--- config.mk ---
export PLATFORM = sky130hd
export DESIGN_NAME = amp_i2c_control_port
export DESIGN_NICKNAME = d
export VERILOG_FILES = /design/src/include/amp_ctrl_pkg.sv /design/src/hw/pin_edge_track.sv /design/src/hw/ctrl_byte_reg.sv /design/src/hw/amp_i2c_control_port.sv
export SDC_FILE = /design/constraint.sdc
export NUM_CORES = 1
export LEC_CHECK = 0
export BUFFER_PORTS_ARGS = -buffer_cell sky130_fd_sc_hd__buf_2
export CAP_MARGIN = 10
export CORE_UTILIZATION = 45
export DETAILED_ROUTE_END_ITERATION = 8
export PLACE_DENSITY = 0.6
export SYNTH_ARGS = -nofsm -noshare
export SYNTH_HDL_FRONTEND = slang
export SYNTH_SLANG_ARGS = --single-unit
--- constraint.sdc ---
create_clock -name clk_sys -period 3.8 [get_ports clk_sys]
set_input_delay 0.19 -clock clk_sys [delete_from_list [all_inputs] [get_ports clk_sys]]
set_output_delay 0.19 -clock clk_sys [all_outputs]
set_load 0.03 [all_outputs]
--- src/include/amp_ctrl_pkg.sv ---
// Package: constants and types for the amplifier two-wire control port
package amp_ctrl_pkg;
  // Device address: upper seven bits of the address byte (D8H with the R/W bit clear)
  localparam logic [6:0] DEV_ADDR7        = 7'h6C;
  // Sub-address layout
  localparam int         SUB_AUTOINC_BIT  = 7;      // Page mode enable
  localparam logic [6:0] SUB_CHANNEL_CTRL = 7'h01;  // channel_control_settings
  localparam logic [6:0] SUB_SYSTEM_CTRL  = 7'h02;  // system_control_settings
  // Field positions of channel_control_settings
  localparam int         CH_CLIP_10PCT    = 0;
  localparam int         CH_REAR_PLAY     = 1;
  localparam int         CH_FRONT_PLAY    = 2;
  localparam int         CH_REAR_GAIN12   = 3;
  localparam int         CH_FRONT_GAIN12  = 4;
  localparam int         CH_OFFSET_EN     = 5;
  localparam int         CH_DIAG_EN       = 6;
  localparam int         CH_TURNON_REPEAT = 7;
  // Field positions of system_control_settings
  localparam int         SYS_STANDBY_OFF  = 4;
  localparam int         SYS_CLIP_TO_OFS  = 5;
  localparam int         SYS_FAST_MUTE    = 6;
  // Values after reset, and the last bit index
  localparam logic [7:0] CTRL_RESET_VAL   = 8'h00;
  localparam logic [2:0] BIT_CNT_LAST     = 3'h7;
  localparam logic [2:0] BIT_CNT_ZERO     = 3'h0;

  // Serial port states, one-hot
  typedef enum logic [7:0] {
    BUS_IDLE   = 8'h01,  // Waiting for a start condition
    BUS_ADDR   = 8'h02,  // Shifting in the address byte
    BUS_ACK    = 8'h04,  // Holding our acknowledge low
    BUS_SUB    = 8'h08,  // Shifting in the sub-address
    BUS_DATA   = 8'h10,  // Shifting in a control byte
    BUS_TX     = 8'h20,  // Shifting out a status byte
    BUS_RACK   = 8'h40,  // Sampling the master acknowledge
    BUS_IGNORE = 8'h80   // Not addressed, wait for start or stop
  } bus_state_t;

  // Power-up states, one-hot
  typedef enum logic [3:0] {
    PWR_HW_STANDBY = 4'h1,  // Logic supply off, port deaf
    PWR_SW_STANDBY = 4'h2,  // Logic up, port live, amplifier off
    PWR_CHARGE     = 4'h4,  // Ripple node charging
    PWR_RUN        = 4'h8   // Full operation
  } pwr_state_t;
endpackage

--- src/hw/pin_edge_track.sv ---
// Pin tracker: registers a bus pin and reports its edges
`timescale 1ns/100ps
`default_nettype none
module pin_edge_track (
  input  wire logic clk_sys,
  input  wire logic rstn,
  input  wire logic pin_in,
  output logic      level,
  output logic      rise,
  output logic      fall
);
  import amp_ctrl_pkg::*;
  logic cur_r;   // Current sampled level
  logic prev_r;  // Level one cycle earlier

  // Bus idles high, so both stages reset high to avoid a false edge
  always_ff @(posedge clk_sys) begin
    if (!rstn) begin
      cur_r  <= 1'b1;
      prev_r <= 1'b1;
    end else begin
      cur_r  <= pin_in;
      prev_r <= cur_r;
    end
  end

  assign level = cur_r;
  assign rise  = cur_r & ~prev_r;
  assign fall  = ~cur_r & prev_r;
endmodule
`default_nettype wire

--- src/hw/ctrl_byte_reg.sv ---
// Control byte register: eight write-only setting bits
`timescale 1ns/100ps
`default_nettype none
module ctrl_byte_reg (
  input  wire logic       clk_sys,
  input  wire logic       rstn,
  input  wire logic       wr_en,
  input  wire logic [7:0] wr_data,
  output logic      [7:0] value
);
  import amp_ctrl_pkg::*;
  logic [7:0] value_r;  // Stored settings

  // Clears at reset so the amplifier starts muted and in standby
  always_ff @(posedge clk_sys) begin
    if (!rstn) begin
      value_r <= CTRL_RESET_VAL;
    end else if (wr_en) begin
      value_r <= wr_data;
    end
  end

  assign value = value_r;
endmodule
`default_nettype wire

--- src/hw/amp_i2c_control_port.sv ---
// Top: two-wire control port, control bytes and start-up sequencing
`timescale 1ns/100ps
`default_nettype none
// What this block does
// - Sub-address bit 7 enables auto increment
// - Sub-address 01H/02H pick the control byte
// - First byte bit0 sets clip threshold 10%
// - First byte bit1 releases rear pair mute
// - First byte bit2 releases front pair mute
// - First byte bit3 sets rear gain 12dB
// - First byte bit4 sets front gain 12dB
// - First byte bit5 enables offset detection
// - First byte bit6 enables diagnosis cycle
// - First byte bit7 selects repeated turn-on diagnosis
// - Second byte D6 issues fast mute
// - Port live only after clip pin powered
// - Standby off charges ripple, then runs
// - After start-up, clip pin outputs clip detection, or offset detection when second byte bit5 is set
// - Second byte bit4 leaves standby for play
// - Auto increment writes first then second byte
module amp_i2c_control_port (
  input  wire logic clk_sys,
  input  wire logic rstn,
  input  wire logic scl_in,           // Bus clock from the master
  input  wire logic sda_in,           // Bus data level
  output logic      sda_out,          // Data drive value, always low
  output logic      sda_oe,           // High while pulling data low
  input  wire logic clip_pin_in,      // Level on clipping_indicator_pin
  output logic      clip_pin_out,     // Drive value for clipping_indicator_pin
  output logic      clip_pin_oe,      // High while pulling the clip pin low
  input  wire logic clip_event,       // Analog clip detector
  input  wire logic offset_event,     // Analog offset detector
  input  wire logic ripple_at_target, // Ripple node reached its level
  output logic      ripple_charge,    // Start charging the ripple node
  output logic      amp_run,          // Full operation
  output logic      clip_thresh_10pct,
  output logic      rear_play,
  output logic      front_play,
  output logic      rear_gain_12db,
  output logic      front_gain_12db,
  output logic      offset_det_en,
  output logic      diag_cycle_en,
  output logic      turnon_repeat,
  output logic      fast_mute
);
  import amp_ctrl_pkg::*;

  // Pin sampling
  logic scl_lvl;   // Registered clock level
  logic scl_rise;  // Clock rising edge
  logic scl_fall;  // Clock falling edge
  logic sda_lvl;   // Registered data level
  logic sda_rise;  // Data rising edge
  logic sda_fall;  // Data falling edge

  // Serial engine state
  bus_state_t bus_r;        // Engine state
  bus_state_t ack_next_r;   // State entered when our acknowledge ends
  logic [2:0] bit_cnt_r;    // Bit index within the byte
  logic [7:0] shift_r;      // Receive shifter
  logic [7:0] tx_r;         // Transmit shifter
  logic       byte_done_r;  // Eighth bit seen, act on next clock fall
  logic [6:0] ptr_r;        // Register pointer
  logic       autoinc_r;    // Page mode active for this transfer
  logic       sda_oe_r;     // Data pull-down

  // Control byte strobes and contents
  logic       wr_ch;        // Write channel_control_settings
  logic       wr_sys;       // Write system_control_settings
  logic [7:0] first_control_byte;   // channel_control_settings
  logic [7:0] second_control_byte;  // system_control_settings

  // Power-up state
  pwr_state_t pwr_r;         // Start-up sequencer
  logic       port_live;     // Serial port allowed to answer
  logic       ripple_chg_r;  // Ripple charge drive
  logic       amp_run_r;     // Operation flag
  logic       clip_oe_r;     // Clip pin pull-down
  logic       clip_src;      // Selected detector for the clip pin

  // Start and stop qualify on data edges while the clock is high
  logic start_cond;
  logic stop_cond;
  assign start_cond = sda_fall & scl_lvl;
  assign stop_cond  = sda_rise & scl_lvl;

  pin_edge_track u_scl (
    .clk_sys (clk_sys),
    .rstn    (rstn),
    .pin_in  (scl_in),
    .level   (scl_lvl),
    .rise    (scl_rise),
    .fall    (scl_fall)
  );

  pin_edge_track u_sda (
    .clk_sys (clk_sys),
    .rstn    (rstn),
    .pin_in  (sda_in),
    .level   (sda_lvl),
    .rise    (sda_rise),
    .fall    (sda_fall)
  );

  // Stored data byte goes to the register the pointer names
  assign wr_ch  = (bus_r == BUS_DATA) && byte_done_r && scl_fall &&
                  (ptr_r == SUB_CHANNEL_CTRL);
  assign wr_sys = (bus_r == BUS_DATA) && byte_done_r && scl_fall &&
                  (ptr_r == SUB_SYSTEM_CTRL);

  ctrl_byte_reg u_channel_ctrl (
    .clk_sys (clk_sys),
    .rstn    (rstn),
    .wr_en   (wr_ch),
    .wr_data (shift_r),
    .value   (first_control_byte)
  );

  ctrl_byte_reg u_system_ctrl (
    .clk_sys (clk_sys),
    .rstn    (rstn),
    .wr_en   (wr_sys),
    .wr_data (shift_r),
    .value   (second_control_byte)
  );

  // Setting outputs come straight from the control byte flops
  assign clip_thresh_10pct = first_control_byte[CH_CLIP_10PCT];
  assign rear_play         = first_control_byte[CH_REAR_PLAY];
  assign front_play        = first_control_byte[CH_FRONT_PLAY];
  assign rear_gain_12db    = first_control_byte[CH_REAR_GAIN12];
  assign front_gain_12db   = first_control_byte[CH_FRONT_GAIN12];
  assign offset_det_en     = first_control_byte[CH_OFFSET_EN];
  assign diag_cycle_en     = first_control_byte[CH_DIAG_EN];
  assign turnon_repeat     = first_control_byte[CH_TURNON_REPEAT];
  assign fast_mute         = second_control_byte[SYS_FAST_MUTE];

  // The port is deaf while the logic supply is down
  assign port_live = (pwr_r != PWR_HW_STANDBY);

  // Serial engine: address match, sub-address, data and read-back
  always_ff @(posedge clk_sys) begin
    if (!rstn) begin
      bus_r       <= BUS_IDLE;
      ack_next_r  <= BUS_IDLE;
      bit_cnt_r   <= BIT_CNT_ZERO;
      shift_r     <= CTRL_RESET_VAL;
      tx_r        <= CTRL_RESET_VAL;
      byte_done_r <= 1'b0;
      ptr_r       <= 7'h00;
      autoinc_r   <= 1'b0;
      sda_oe_r    <= 1'b0;
    end else if (!port_live) begin
      // Hardware standby: never touch the bus
      bus_r    <= BUS_IDLE;
      sda_oe_r <= 1'b0;
    end else if (stop_cond) begin
      // Stop ends any transfer and frees the data line
      bus_r       <= BUS_IDLE;
      sda_oe_r    <= 1'b0;
      byte_done_r <= 1'b0;
    end else if (start_cond) begin
      // Start or repeated start always restarts address reception
      bus_r       <= BUS_ADDR;
      bit_cnt_r   <= BIT_CNT_ZERO;
      byte_done_r <= 1'b0;
      sda_oe_r    <= 1'b0;
    end else begin
      case (bus_r)
        BUS_ADDR, BUS_SUB, BUS_DATA: begin
          if (scl_rise && !byte_done_r) begin
            // Sample data on the clock rise, most significant first
            shift_r   <= {shift_r[6:0], sda_lvl};
            bit_cnt_r <= bit_cnt_r + 3'h1;
            if (bit_cnt_r == BIT_CNT_LAST) begin
              byte_done_r <= 1'b1;
            end
          end else if (scl_fall && byte_done_r) begin
            byte_done_r <= 1'b0;
            bit_cnt_r   <= BIT_CNT_ZERO;
            if (bus_r == BUS_ADDR) begin
              if (shift_r[7:1] == DEV_ADDR7) begin
                sda_oe_r   <= 1'b1;
                bus_r      <= BUS_ACK;
                ack_next_r <= shift_r[0] ? BUS_TX : BUS_SUB;
              end else begin
                // Another device is addressed
                bus_r <= BUS_IGNORE;
              end
            end else if (bus_r == BUS_SUB) begin
              ptr_r      <= shift_r[6:0];
              autoinc_r  <= shift_r[SUB_AUTOINC_BIT];
              sda_oe_r   <= 1'b1;
              bus_r      <= BUS_ACK;
              ack_next_r <= BUS_DATA;
            end else if ((ptr_r == SUB_CHANNEL_CTRL) || (ptr_r == SUB_SYSTEM_CTRL)) begin
              // Mapped byte was stored this cycle; acknowledge it
              sda_oe_r   <= 1'b1;
              bus_r      <= BUS_ACK;
              ack_next_r <= BUS_DATA;
              if (autoinc_r) begin
                ptr_r <= ptr_r + 7'h01;
              end
            end else begin
              // Unmapped pointer: leave the byte unacknowledged
              bus_r <= BUS_IGNORE;
            end
          end
        end
        BUS_ACK: begin
          if (scl_fall) begin
            bus_r <= ack_next_r;
            if (ack_next_r == BUS_TX) begin
              // Read-back byte: run state and diagnosis enable
              tx_r     <= {amp_run_r, first_control_byte[CH_DIAG_EN], 6'h00};
              sda_oe_r <= ~amp_run_r;
            end else begin
              sda_oe_r <= 1'b0;
            end
          end
        end
        BUS_TX: begin
          if (scl_fall) begin
            if (bit_cnt_r == BIT_CNT_LAST) begin
              // Hand the line to the master for its acknowledge
              sda_oe_r  <= 1'b0;
              bit_cnt_r <= BIT_CNT_ZERO;
              bus_r     <= BUS_RACK;
            end else begin
              tx_r      <= {tx_r[6:0], 1'b0};
              sda_oe_r  <= ~tx_r[6];
              bit_cnt_r <= bit_cnt_r + 3'h1;
            end
          end
        end
        BUS_RACK: begin
          if (scl_rise) begin
            // Master not acknowledging ends the read
            if (sda_lvl) begin
              bus_r <= BUS_IGNORE;
            end else begin
              byte_done_r <= 1'b1;
            end
          end else if (scl_fall && byte_done_r) begin
            byte_done_r <= 1'b0;
            tx_r        <= {amp_run_r, first_control_byte[CH_DIAG_EN], 6'h00};
            sda_oe_r    <= ~amp_run_r;
            bus_r       <= BUS_TX;
          end
        end
        BUS_IDLE, BUS_IGNORE: begin
          // Wait for the next start condition
          sda_oe_r <= 1'b0;
        end
        default: begin
          bus_r    <= BUS_IDLE;
          sda_oe_r <= 1'b0;
        end
      endcase
    end
  end

  // Start-up sequencer: hardware standby, software standby, charge, run
  always_ff @(posedge clk_sys) begin
    if (!rstn) begin
      pwr_r <= PWR_HW_STANDBY;
    end else begin
      case (pwr_r)
        PWR_HW_STANDBY: begin
          // Host raises the clip pin to wake the logic supply
          if (clip_pin_in) begin
            pwr_r <= PWR_SW_STANDBY;
          end
        end
        PWR_SW_STANDBY: begin
          if (second_control_byte[SYS_STANDBY_OFF]) begin
            pwr_r <= PWR_CHARGE;
          end
        end
        PWR_CHARGE: begin
          if (!second_control_byte[SYS_STANDBY_OFF]) begin
            pwr_r <= PWR_SW_STANDBY;
          end else if (ripple_at_target) begin
            pwr_r <= PWR_RUN;
          end
        end
        PWR_RUN: begin
          // Standby back on drops to software standby; logic stays up
          if (!second_control_byte[SYS_STANDBY_OFF]) begin
            pwr_r <= PWR_SW_STANDBY;
          end
        end
        default: begin
          pwr_r <= PWR_HW_STANDBY;
        end
      endcase
    end
  end

  // Power outputs follow the sequencer one cycle later
  always_ff @(posedge clk_sys) begin
    if (!rstn) begin
      ripple_chg_r <= 1'b0;
      amp_run_r    <= 1'b0;
    end else begin
      ripple_chg_r <= (pwr_r == PWR_CHARGE) || (pwr_r == PWR_RUN);
      amp_run_r    <= (pwr_r == PWR_RUN);
    end
  end

  // Detector choice for the clip pin: clip or offset
  assign clip_src = second_control_byte[SYS_CLIP_TO_OFS] ? offset_event : clip_event;

  // Clip pin is an input until start-up is over, then an open-drain flag.
  // Holding it released before run keeps us from fighting the host's drive.
  always_ff @(posedge clk_sys) begin
    if (!rstn) begin
      clip_oe_r <= 1'b0;
    end else begin
      clip_oe_r <= amp_run_r && clip_src;
    end
  end

  assign sda_out       = 1'b0;
  assign sda_oe        = sda_oe_r;
  assign clip_pin_out  = 1'b0;
  assign clip_pin_oe   = clip_oe_r;
  assign ripple_charge = ripple_chg_r;
  assign amp_run       = amp_run_r;
endmodule
`default_nettype wire

== After elaboration in Yosys (flattened, before gate mapping) ==
Index checks and enable logic that the tools add are counted.
Cells by class
  add/sub/neg operators: 2
  eq/ne operators: 47
  bitwise operators: 19
  reduce and logical (&&, ||, !) cells: 31
  mux-type cells: 63
Operator list (count)
  two-way mux 8 bit: 16
  two-way mux 7 bit: 9
  case mux 8 bit (5 select lines): 1
  AND reduction 8 bit: 5
  != test 2 bit, second input constant: 12
  != test 3 bit, second input constant: 8
  case mux 7 bit (3 select lines): 1
  two-way mux 1 bit: 20
  two-way mux 4 bit: 5
  equality test 8 x 6 -> 1 bit, second input constant: 2
  case mux 4 bit (4 select lines): 1
  two-way mux 3 bit: 5
  inverter 1 bit: 13
  != test 4 bit, second input constant: 3
  != test 5 bit, second input constant: 2
  AND reduction 10 bit: 1
  AND reduction 5 bit: 2
  AND reduction 9 bit: 1
  nonzero test 3 bit: 3
  equality test 8 x 1 -> 1 bit, second input constant: 1
  equality test 8 x 2 -> 1 bit, second input constant: 1
  equality test 8 x 3 -> 1 bit, second input constant: 1
  equality test 8 x 4 -> 1 bit, second input constant: 1
  equality test 8 x 5 -> 1 bit, second input constant: 1
  other kinds (31): 47
Word-level totals
  flip-flop bits (word level): 70
  input port bits: 8
  output and inout port bits: 15

== Longest topological paths before layout ==
Gate-level depths: netlist (run 1).
  word-level depth: 9
  mapped depth: 9
  mapped depth without buffers: 8

== Hierarchy ==
Synthesis (run 1) repeated with hierarchy kept, for this count alone.
Unflattened totals
  cells, all modules: 340
  area total of the unflattened synthesis: 3060.4 um^2
Modules (own cells, without submodules)
  amp_i2c_control_port: area each 2327.2 um^2, instances 1, cells each 278
  ctrl_byte_reg: area each 301.5 um^2, instances 2, cells each 25
  pin_edge_track: area each 65.1 um^2, instances 2, cells each 6

== Worst setup path after synthesis (run 1) ==
Ideal clock, no wire load.
  path kind: reg-to-reg
  from: register bus_r[5]
  to: register ack_next_r[3]
  arrival: 2.206 ns
  slack: 1.466 ns
  required time: 3.672 ns
  path buffers: 3
  library setup time: 0.128 ns
  stages on the path, launching flop included: 10
  cells stage by stage: dfxtp_1 buf_6 or4_4 nor4b_2 buf_4 nor3_1 or4_1 buf_2 mux2i_1 nor2_1
Between the ends
  word-level cells in the longest chain between the ends: 3
  elaborated cells on any way between the ends: 9
RTL lines
  start: declaration: line amp_i2c_control_port.sv:57  | bus_state_t bus_r;
  start signal: assignment: line amp_i2c_control_port.sv:212  | bus_r <= ack_next_r;
  equality test 8 x 2 -> 1 bit (tied with other cells): line amp_i2c_control_port.sv:169, amp_i2c_control_port.sv:181
  != test 2 x 1 -> 1 bit (no line) (tied with other cells)
  AND reduction 8 bit (no line) or two-way mux 8 bit (tied branches)
  end signal: assignment: line amp_i2c_control_port.sv:185  | ack_next_r <= shift_r[0] ? BUS_TX : BUS_SUB;
  end: declaration: line amp_i2c_control_port.sv:58  | bus_state_t ack_next_r;
Parallel ways exist; a longest one is shown, timed or not.
A chain may end at the register's enable or synchronous reset.

== Final worst setup path (run 1) ==
  from: register bus_r[5]
  to: register ptr_r[0]
Between the ends
  word-level cells in the longest chain between the ends: 3
  elaborated cells on any way between the ends: 9
RTL lines
  equality test 8 x 5 -> 1 bit (tied with other cells): line amp_i2c_control_port.sv:169  | case (bus_r)
  OR reduction 3 bit (tied with other cells): line amp_i2c_control_port.sv:169
  AND reduction 9 bit (no line)
  end signal: assignment: line amp_i2c_control_port.sv:191  | ptr_r <= shift_r[6:0];
  end signal: assignment: line amp_i2c_control_port.sv:202  | ptr_r <= ptr_r + 7'h01;
  end: declaration: line amp_i2c_control_port.sv:63  | logic [6:0] ptr_r;
Parallel ways exist; a longest one is shown, timed or not.

==> impl_metrics.ini, run 1 <==
[detailed_routing]
dr.pass1.iters = 5
vias = 2606
drc = 0
drt_iter0_markers = 242
wl_per_cell_um = 15.8
finalWirelength_mm = 6.96
detail-route-antenna-nets = 0
viasPerCell = 5.91

[grt]
grtUsageTotal_pct = 20.6
grt_pass1_wl_mm = 11.5
antenna_found_initial = 0
gr-total-overflow = 0
grt_pass1_vias = 2290
grt_max_degree = 33

[layout]
nNetsFinal = 376
final_cell_mix = dfxtp_1, nor2_1, nand2_1
fill_cells = 617
layout_commonest_cell = dfxtp_1
syn_to_final_growth_pct = 6.51
diodes = 0
drive_above_1_share_pct = 11.0
seqCellArea_um2 = 1120
multiInputGateArea_um2 = 1680
instances_no_fill = 441

[floorplanning]
num_io_pins = 23
core_region_area_um2 = 6350
dieArea_um2 = 6900
start_util_pct = 46.6
die_height_um = 83.1
num_rows = 29
die_w_um = 83.1

[sta]
period_minus_slack_ns = 2.65
hold_viol_final = 0
period_share_pct = 69.6
final.setup.tns_ns = 0
maxSlewViolCount = 0
max_freq_ghz = 0.378
rsz0062_at_grt = no
skew_ns = 0.00482
worstMarginPinSlew_ns = 0.732
slew-limit-headroom_pct = 50.5
setup_viol = 0

[setup_path]
start_kind = flop
cp_slowest_stage_delay_ns = 0.60
r2r-end = ptr_r[0]
critical_path_class = flop to flop
worstPathArrival_ns = 2.89
crit_fanout = 10
cp_slowest_cell = or4_4
r2r-start = bus_r[5]
end_kind = flop
r2r_setup_slack_ns = 1.15
cp_data_required_time_ns = 4.05
reg2reg_depth = 6
path_cells = or4_4 > nor4_4 > or2_1 > and3_1 > or3b_1 > a31oi_1

[yosys]
synth_area_per_cell_um2 = 8.36
seq_area_frac_synth_pct = 37.9
synth.distinct_cells = 61
ys_ff_latch = 56
syn_area_um2 = 2960
synth_flop_cell = dfxtp_1
synth_edf_count = 0
syn_inst = 354
synth_warnings = 0
synthArstFlopShare_pct = 0

[clock_network]
holdBufCountCts = 0
clkSinkCount = 56
cts_max_path_buffers = 2
clockRootBuffer = clkbuf_8
cts_made_buffers = 5
clk_pin_slew_ns = 0.11
cts_tree = done
cts_setup_buffers = 0
clkLatencyLatePin_ns = 0.32
cts_resized = 0
htreeDepth = 2

[flow_run]
drv_cap = 0

[hold_path]
min_from = sda_in
hold_end = u_sda.level
hold_depth = 2
hold_class = input port to flop

[place]
dp_hpwl_mm = 5.04
dp.cells = 433
gp_congestion = 0.939
port_buffers = 20

[pwr]
vdd_drop_max_mv = 0.190
power_density_nw_per_um2 = 317
power.leakage_nw = 1.27

[outcome]
status = complete, no violations
## critical path, delay by kind of cell (launching register included)
| family | cells | cell delay (ns) |
|---|---|---|
| and+or+nand+nor | 5 | 2.01 |
| AOI/OAI and AO/OA | 1 | 0.15 |
| DFF | 1 | 0.41 |
## through the flow
step | utilization (%) | setup slack (ns) | cell area, µm² | power [mW] | hold WS (ns)
after floorplan | - | 1.47 | 2960 | 0.652 | 0.263
after global placement | 48.2 | 1.30 | 3060 | 0.667 | 0.368
after detailed placement | 48.2 | 1.23 | 3060 | 0.667 | 0.376
after CTS | 49.6 | 1.21 | 3150 | 1.01 | 0.0445
after global routing | 49.6 | 0.986 | 3150 | 1.04 | 0.0537
final | 49.6 | 1.15 | 3150 | 0.998 | 0.0465
## layout make-up
type	instances	share of cell area (%)
Multi-Input combinational cell	267	53.3
Sequential cell	56	35.6
Timing Repair Buffer	24	4.13
Tap cell	77	3.06
Clock buffer	5	2.18
Inverter	9	1.07
Clock inverter	3	0.715
## cells in the mapped netlist, types with 2 or more instances
cell type  instances  share of area, %
a211oi_1           5               1.3
a21o_1             2              0.51
a21oi_1           17               2.9
a22o_1             2              0.59
a22oi_1            7               1.8
a31oi_1            3              0.63
a32oi_1            3              0.89
buf_4              3              0.76
buf_6              4               1.5
clkbuf_1          15               1.9
dfxtp_1           56                38
ha_1               5               2.1
inv_1              9               1.1
mux2i_1           23               7.8
nand2_1           36               4.6
nand2b_1          13               2.7
nand3_1           12               2.0
nand3b_1           3              0.76
nand4_1            2              0.42
nand4b_1           2              0.59
nor2_1            50               6.3
nor2b_1            5               1.1
nor3_1            12               2.0
nor4_1             2              0.42
nor4_2             3               1.3
nor4b_1            3              0.89
o2111ai_1          3              0.89
o21a_1             3              0.76
o21ai_0            8               1.4
o21ai_1            2              0.34
o31ai_1            3              0.76
o41ai_1            2              0.59
or3_1              4              0.85
or4_1              4               1.0
xnor2_1            2              0.59
## registers in the layout, summed over array words and instances (netlist names)
signal and flops:
bus_r 8, byte_done_r 1, sda_oe 1, ptr_r 7, u_scl.level 1, autoinc_r 1, pwr_r 4, u_sda.level 1
u_scl.prev_r 1, ack_next_r 4, shift_r 8, clip_pin_oe 1, u_system_ctrl.value 3, u_channel_ctrl.value 8, tx_r 1, ripple_charge 1
bit_cnt_r 3, amp_run 1, u_sda.prev_r 1
## cells by family after synthesis
logic type,synth area share [%]
mux,7.78
simple gates,29.4
fa+ha+maj,2.12
flops,37.9
other cells,0.127
buf+inv,5.50
compound gates,16.3
xor+xnor,0.888
## power by group
group	total [mW]	switching, mW	internal, mW
Combinational	0.0548	0.0364	0.0184
Clock	0.344	0.211	0.133
Sequential	0.599	0.00841	0.591
Total	0.998	0.256	0.742
## worst max path at each step
stage / startpoint / end / cells past startpoint
finish: bus_r[5] / ptr_r[0] / 6
global route: bus_r[5] / ptr_r[0] / 6
CTS: bus_r[5] / ptr_r[0] / 6
detailed placement: bus_r[5] / ptr_r[0] / 6
global placement: bus_r[5] / ptr_r[0] / 6
floorplan: bus_r[5] / ack_next_r[3] / 9
## layer usage
metal | GRT usage (%) | part of all wire, %
met1 | 30.2 | 49
met2 | 30.2 | 43
met3 | 4.08 | 5.4
met4 | 6.90 | 2.0
met5 | 0 | 0
(Power assumes the default switching activity.)
==> inputs of run 2 (changes only) <==
Settings changed: ABC_AREA from default to 1, PLACE_DENSITY 0.6 to 0.62.
Clock period 3.8 ns to 2.3 ns, I/O delays scaled along.
==> run 2 against run 1 <==
  * Combinational power grew to 22 times the previous value
  * Flip-flop and latch count did not move
  * Largest power group is now combinational cells
  * Critical path type unchanged
  * Sequential share of layout area fell by 2.7 points
  * Highest routed layer unchanged
  * Largest cell class unchanged
  * Wire length rose by 3.7%
  * Critical endpoint is now u_channel_ctrl.value[7]
==> impl_metrics.ini, run 2 <==
[yosys]
synth.area.top_cells = dfxtp_1, nand2_1, nor2_1
synth_fa_ha_area_share_pct = 1.99
seq_area_frac_synth_pct = 35.7
synth.top_cells.by_count = nand2_1, nor2_1, inv_1
synth.distinct_cells = 42
syn_inst = 466
synth_top_family_by_area = simple AND/OR/NAND/NOR gates
synthMuxAreaShare_pct = 0
synth_flop_cell = dfxtp_1
synth_most_common_cell = nand2_1
syn_area_um2 = 3140
synth_top_area_share_pct = 35.7
synth_edf_count = 0
synth_area_per_cell_um2 = 6.73
ys_ff_latch = 56
synth_area_leader_cell = dfxtp_1
synthSimpleGateAreaFrac_pct = 38.0
synth_compound_area_share_pct = 13.6
synth_xor_area_share_pct = 0.837
synth_warnings = 0
synthArstFlopShare_pct = 0

[hold_path]
hold_class = input port to flop

[setup_path]
start_kind = flop
cp.depth = 7
critical_path_buf_inv_count = 1
worstPathArrival_ns = 2.02
crit_fanout = 16
crit_family = simple AND/OR/NAND/NOR gates
cp_slowest_stage_delay_ns = 0.41
r2r-start = bus_r[4]
r2r_setup_slack_ns = 0.49
worstSetupEndpoint = u_channel_ctrl.value[7]
cp_data_required_time_ns = 2.51
cp_slowest_cell = nand3_1
reg2reg_depth = 7
critPathLaunch = bus_r[4]
critical_path_class = flop to flop
path_cells = inv_1 > nor2_1 > nand2_1 > nor2_4 > nand3_1 > o21ai_0 > a21oi_1
end_kind = flop
r2r-end = u_channel_ctrl.value[7]

[detailed_routing]
drc = 0
dr.pass1.iters = 4
wl_per_cell_um = 12.7
vias = 2838
viasPerCell = 4.99
drt_iter0_markers = 140
detail-route-antenna-nets = 0
finalWirelength_mm = 7.21

[clock_network]
clkSinkCount = 56
clockRootBuffer = clkbuf_8
cts_max_path_buffers = 2
cts_made_buffers = 5
htreeDepth = 2
cts_resized = 0
cts_setup_buffers = 0
cts_tree = done
clk_pin_slew_ns = 0.12
clkLatencyLatePin_ns = 0.32

[sta]
skew_ns = 0.0105
period_share_pct = 78.7
setup_viol = 0
hold_ws_ns = 0.0474
slew-limit-headroom_pct = 65.3
rsz0062_at_grt = no
period_minus_slack_ns = 1.81
fin_ws_ns = 0.491
final.setup.tns_ns = 0
max_freq_ghz = 0.553
maxSlewViolCount = 0
worstMarginPinSlew_ns = 0.520
hold_viol_final = 0

[floorplanning]
die_w_um = 85.5
dieArea_um2 = 7310
start_util_pct = 46.4
num_rows = 30
num_io_pins = 23
die_height_um = 85.5
core_region_area_um2 = 6760

[outcome]
status = complete, no violations

[layout]
final_cell_mix = nand2_1, nor2_1, inv_1
drive_above_1_share_pct = 14.7
fill_cells = 683
design_area_um2 = 3410
instances_no_fill = 569
syn_to_final_growth_pct = 8.77
layout_commonest_cell = nand2_1
nNetsFinal = 501
final_util_pct = 50.5
diodes = 0

[place]
placed_cell_area_um2 = 3300
port_buffers = 20
dp.cells = 559
pre_cts_slack_ns = 0.514
gp_congestion = 0.904
dp_hpwl_mm = 5.56

[grt]
gr-total-overflow = 0
grt_max_degree = 37
grt_pass1_wl_mm = 12.4
grt_pass1_vias = 2580
grtUsageTotal_pct = 21.2
antenna_found_initial = 0

[pwr]
total_power_mw = 2.91
power.leakage_nw = 1.47
power_density_nw_per_um2 = 853
vdd_drop_max_mv = 0.349

[flow_run]
drv_cap = 0
## run 2: changes by cell type in the layout (fill, tap and decap cells not counted), sizes merged, moves of 5 or more
cell and delta:
a22oi -7, nor2 +38, nand4 +7, mux2i -23, nand2b -13, nor3 -9, nand3 +22, or4 -5
nand2 +67, o21ai +32, inv +57, a21oi +16
## run 2: report_power, final
| group | leakage [nW] | switching [mW] | total, mW | internal, mW |
|---|---|---|---|---|
| Sequential | 0.453 | 0.0830 | 1.13 | 1.05 |
| Clock | 0.0511 | 0.370 | 0.602 | 0.231 |
| Combinational | 0.970 | 0.815 | 1.18 | 0.365 |
## run 2: kinds of logic after synthesis
family | Yosys count
AND/OR/NAND/NOR | 246
AO/OA/AOI/OAI | 81
buffers and inverters | 74
flip-flops | 56
adder cells (fa/ha/maj) | 5
XOR/XNOR | 3
other | 1
## run 2: worst min-delay path by stage
stage	from	endpoint	slack, ns	cells past startpoint
floorplan	scl_in	u_scl.level	0.22	1
global placement	sda_in	u_sda.level	0.30	2
detailed placement	scl_in	u_scl.level	0.30	2
CTS	clip_pin_in	pwr_r[0]	0.04	2
global route	clip_pin_in	pwr_r[0]	0.04	2
finish	clip_pin_in	pwr_r[0]	0.05	2
## run 2: layout make-up
| cell class | instances | area (µm²) | share of cell area, % |
|---|---|---|---|
| tap | 80 | 100 | 2.93 |
| timing repair buffer | 24 | 135 | 3.96 |
| clock buffer | 5 | 68.8 | 2.02 |
| sequential | 56 | 1120 | 32.8 |
| multi-input combinational | 337 | 1720 | 50.3 |
| inverter | 64 | 243 | 7.11 |
| clock inverter | 3 | 28.8 | 0.843 |
## run 2: metal layers
layer,global-route usage (%),vias to the layer above,part of all wire (%)
met5,0,-,0
met4,6.06,0,0.97
met3,2.89,6,3.8
met2,33.2,54,46
met1,30.4,1250,49
li1,-,1528,-
## run 2: timing repair
item                                   in CTS  in global routing
setup endpoints to repair                   0                  0
endpoints found under the hold margin       2                  0
hold buffers                                2                  0
## run 2: worst reg2reg max path: cells and delay by family (launching register included)
family	cells	cell delay [ns]
AO/OA/AOI/OAI	2	0.42
buffers and inverters	1	0.10
flip-flops	1	0.40
AND/OR/NAND/NOR	4	0.77
==> inputs of run 3 (changes only) <==
Settings changed: ABC_AREA 1 to 0, PLACE_DENSITY 0.62 to 0.6.
Clock period 2.3 ns to 1.85 ns, I/O delays scaled along.
==> run 3 against run 2 <==
  * The flow now finishes with violations (setup timing)
  * First-iteration DRC count is 65% higher
  * Hold slack lost 0.044 ns
  * Via count rose by 14%
  * Sequential share of layout area fell by 6.9 points
  * Clock power is 19% higher
  * Die area down 5.6%
  * Largest power group is now registers
  * Highest routed layer unchanged
==> impl_metrics.ini, run 3 (synthesized netlist as in run 1, its figures left out) <==
[setup_path]
cp_slowest_cell = or4_4
path_cells = buf_6 > or4_4 > nor4b_4 > buf_4 > a21o_1 > buf_4 > buf_4 > o2111ai_1 > a22oi_1 > nor2_1
start_kind = flop
cpMostUsedCell = buf_4
worstPathArrival_ns = 2.49
critical_path_class = flop to flop
r2r_setup_slack_ns = -0.43
crit_fanout = 3
end_kind = flop
cp_data_required_time_ns = 2.07
cp_slowest_stage_delay_ns = 0.53

[detailed_routing]
drc = 0
detail-route-antenna-nets = 0
wl_per_cell_um = 17.5
dr.pass1.iters = 5
viasPerCell = 5.92
vias = 3244
drt_iter0_markers = 231
finalWirelength_mm = 9.61

[grt]
grt_pass1_vias = 2992
gr-total-overflow = 0
grt_max_degree = 29
antenna_found_initial = 0
grt_pass1_wl_mm = 14.5
grtUsageTotal_pct = 26.0

[layout]
nNetsFinal = 483
layout_commonest_cell = buf_4
diodes = 0
final_cell_mix = buf_4, nor2_1, dfxtp_1
instances_no_fill = 548
syn_to_final_growth_pct = 48.6
drive_above_1_share_pct = 41.8

[flow_run]
drv_cap = 0

[place]
dp_hpwl_mm = 6.11
dp.cells = 515
gp_congestion = 1.03
port_buffers = 20

[outcome]
status = finished, violations left
violations = setup timing

[sta]
maxSlewViolCount = 0
period_minus_slack_ns = 2.28
period_share_pct = 123
rsz0062_at_grt = yes
fin_ws_ns = -0.428
skew_ns = 0.00485
final.setup.tns_ns = -11.38
max_freq_ghz = 0.439
hold_viol_final = 0
setup_viol = 44

[pwr]
power_density_nw_per_um2 = 484
power.leakage_nw = 1.92
vdd_drop_max_mv = 0.435
total_power_mw = 2.13

[clock_network]
clkLatencyLatePin_ns = 0.32
htreeDepth = 2
clkSinkCount = 56
cts_max_path_buffers = 2
cts_tree = done
clockRootBuffer = clkbuf_8
cts_made_buffers = 5
clk_pin_slew_ns = 0.11

[hold_path]
hold_class = input port to flop

[floorplanning]
die_w_um = 83.1
dieArea_um2 = 6900
start_util_pct = 46.6
num_rows = 29
num_io_pins = 23
core_region_area_um2 = 6350
die_height_um = 83.1
[run 3: cell types whose count changed in the layout (fill, tap and decap cells not counted), moves of 7 or more]
| cell | delta |
|---|---|
| a21oi_1 | -18 |
| buf_4 | +91 |
| buf_6 | +12 |
| dfxtp_1 | -10 |
| dfxtp_2 | +8 |
| inv_1 | -49 |
| mux2i_1 | +22 |
| nand2_1 | -65 |
| nand2b_1 | +11 |
| nand3_1 | -22 |
| nor2_1 | -24 |
| nor2_2 | -7 |
| nor2_4 | -7 |
| o21ai_0 | -32 |
[run 3: path summary, 6_finish.rpt]
| check | cells after the start | endpoint | startpoint |
|---|---|---|---|
| hold / removal | 3 | clip_pin_oe | clip_event |
| setup / recovery | 10 | ptr_r[2] | bus_r[7] |
| setup reg to reg | 10 | ptr_r[2] | bus_r[7] |
| hold reg to reg | 2 | u_system_ctrl.value[6] | u_system_ctrl.value[6] |
[run 3: layout make-up]
| class | count | area [µm²] |
|---|---|---|
| clock buffers | 5 | 68.8 |
| clock inverters | 3 | 22.5 |
| fillers | 470 | 1960 |
| inverters | 9 | 33.8 |
| multi-input cells | 267 | 2000 |
| flip-flops and latches | 56 | 1140 |
| well taps | 77 | 96.3 |
| repair buffers | 131 | 1040 |
[run 3: stage by stage]
step / hold slack [ns] / util [%] / instance area (µm²) / worst slack, ns
after CTS: 0.00685 / 64.3 / 4080 / -0.411
final: 0.00368 / 69.2 / 4390 / -0.428
after floorplan: 0.166 / - / 2980 / -0.464
after detailed placement: 0.279 / 58.2 / 3690 / -0.540
after global routing: 0.0235 / 69.2 / 4390 / -0.523
after global placement: 0.275 / 58.2 / 3690 / -0.582
[run 3: worst max-delay path: cells and delay by family, from the launching register on]
kind,cells,cell delay [ns]
and+or+nand+nor,3,0.83
buffers and inverters,4,0.51
AOI/OAI and AO/OA,3,0.47
DFF,1,0.34
[run 3: repair_timing]
action	CTS	global route
setup buffers	9	16
hold endpoints to repair	2	0
cloned	0	2
hold buffers	2	0
endpoints found under the setup margin	44	44
gates resized for setup	51	39
pin swaps	30	41
[run 3: power breakdown]
| part | total, mW | leakage (nW) | internal [mW] | switching, mW |
|---|---|---|---|---|
| registers | 1.22 | 0.457 | 1.21 | 0.00708 |
| clock network | 0.716 | 0.0485 | 0.273 | 0.443 |
| logic | 0.193 | 1.42 | 0.0821 | 0.111 |
| total | 2.13 | 1.92 | 1.57 | 0.561 |
[run 3: per-layer routing]
| metal | track usage (%) | wire (µm) |
|---|---|---|
| met1 | 34.3 | 4180 |
| met2 | 42.9 | 4490 |
| met3 | 3.88 | 538 |
| met4 | 9.56 | 406 |
| met5 | 0 | 0 |
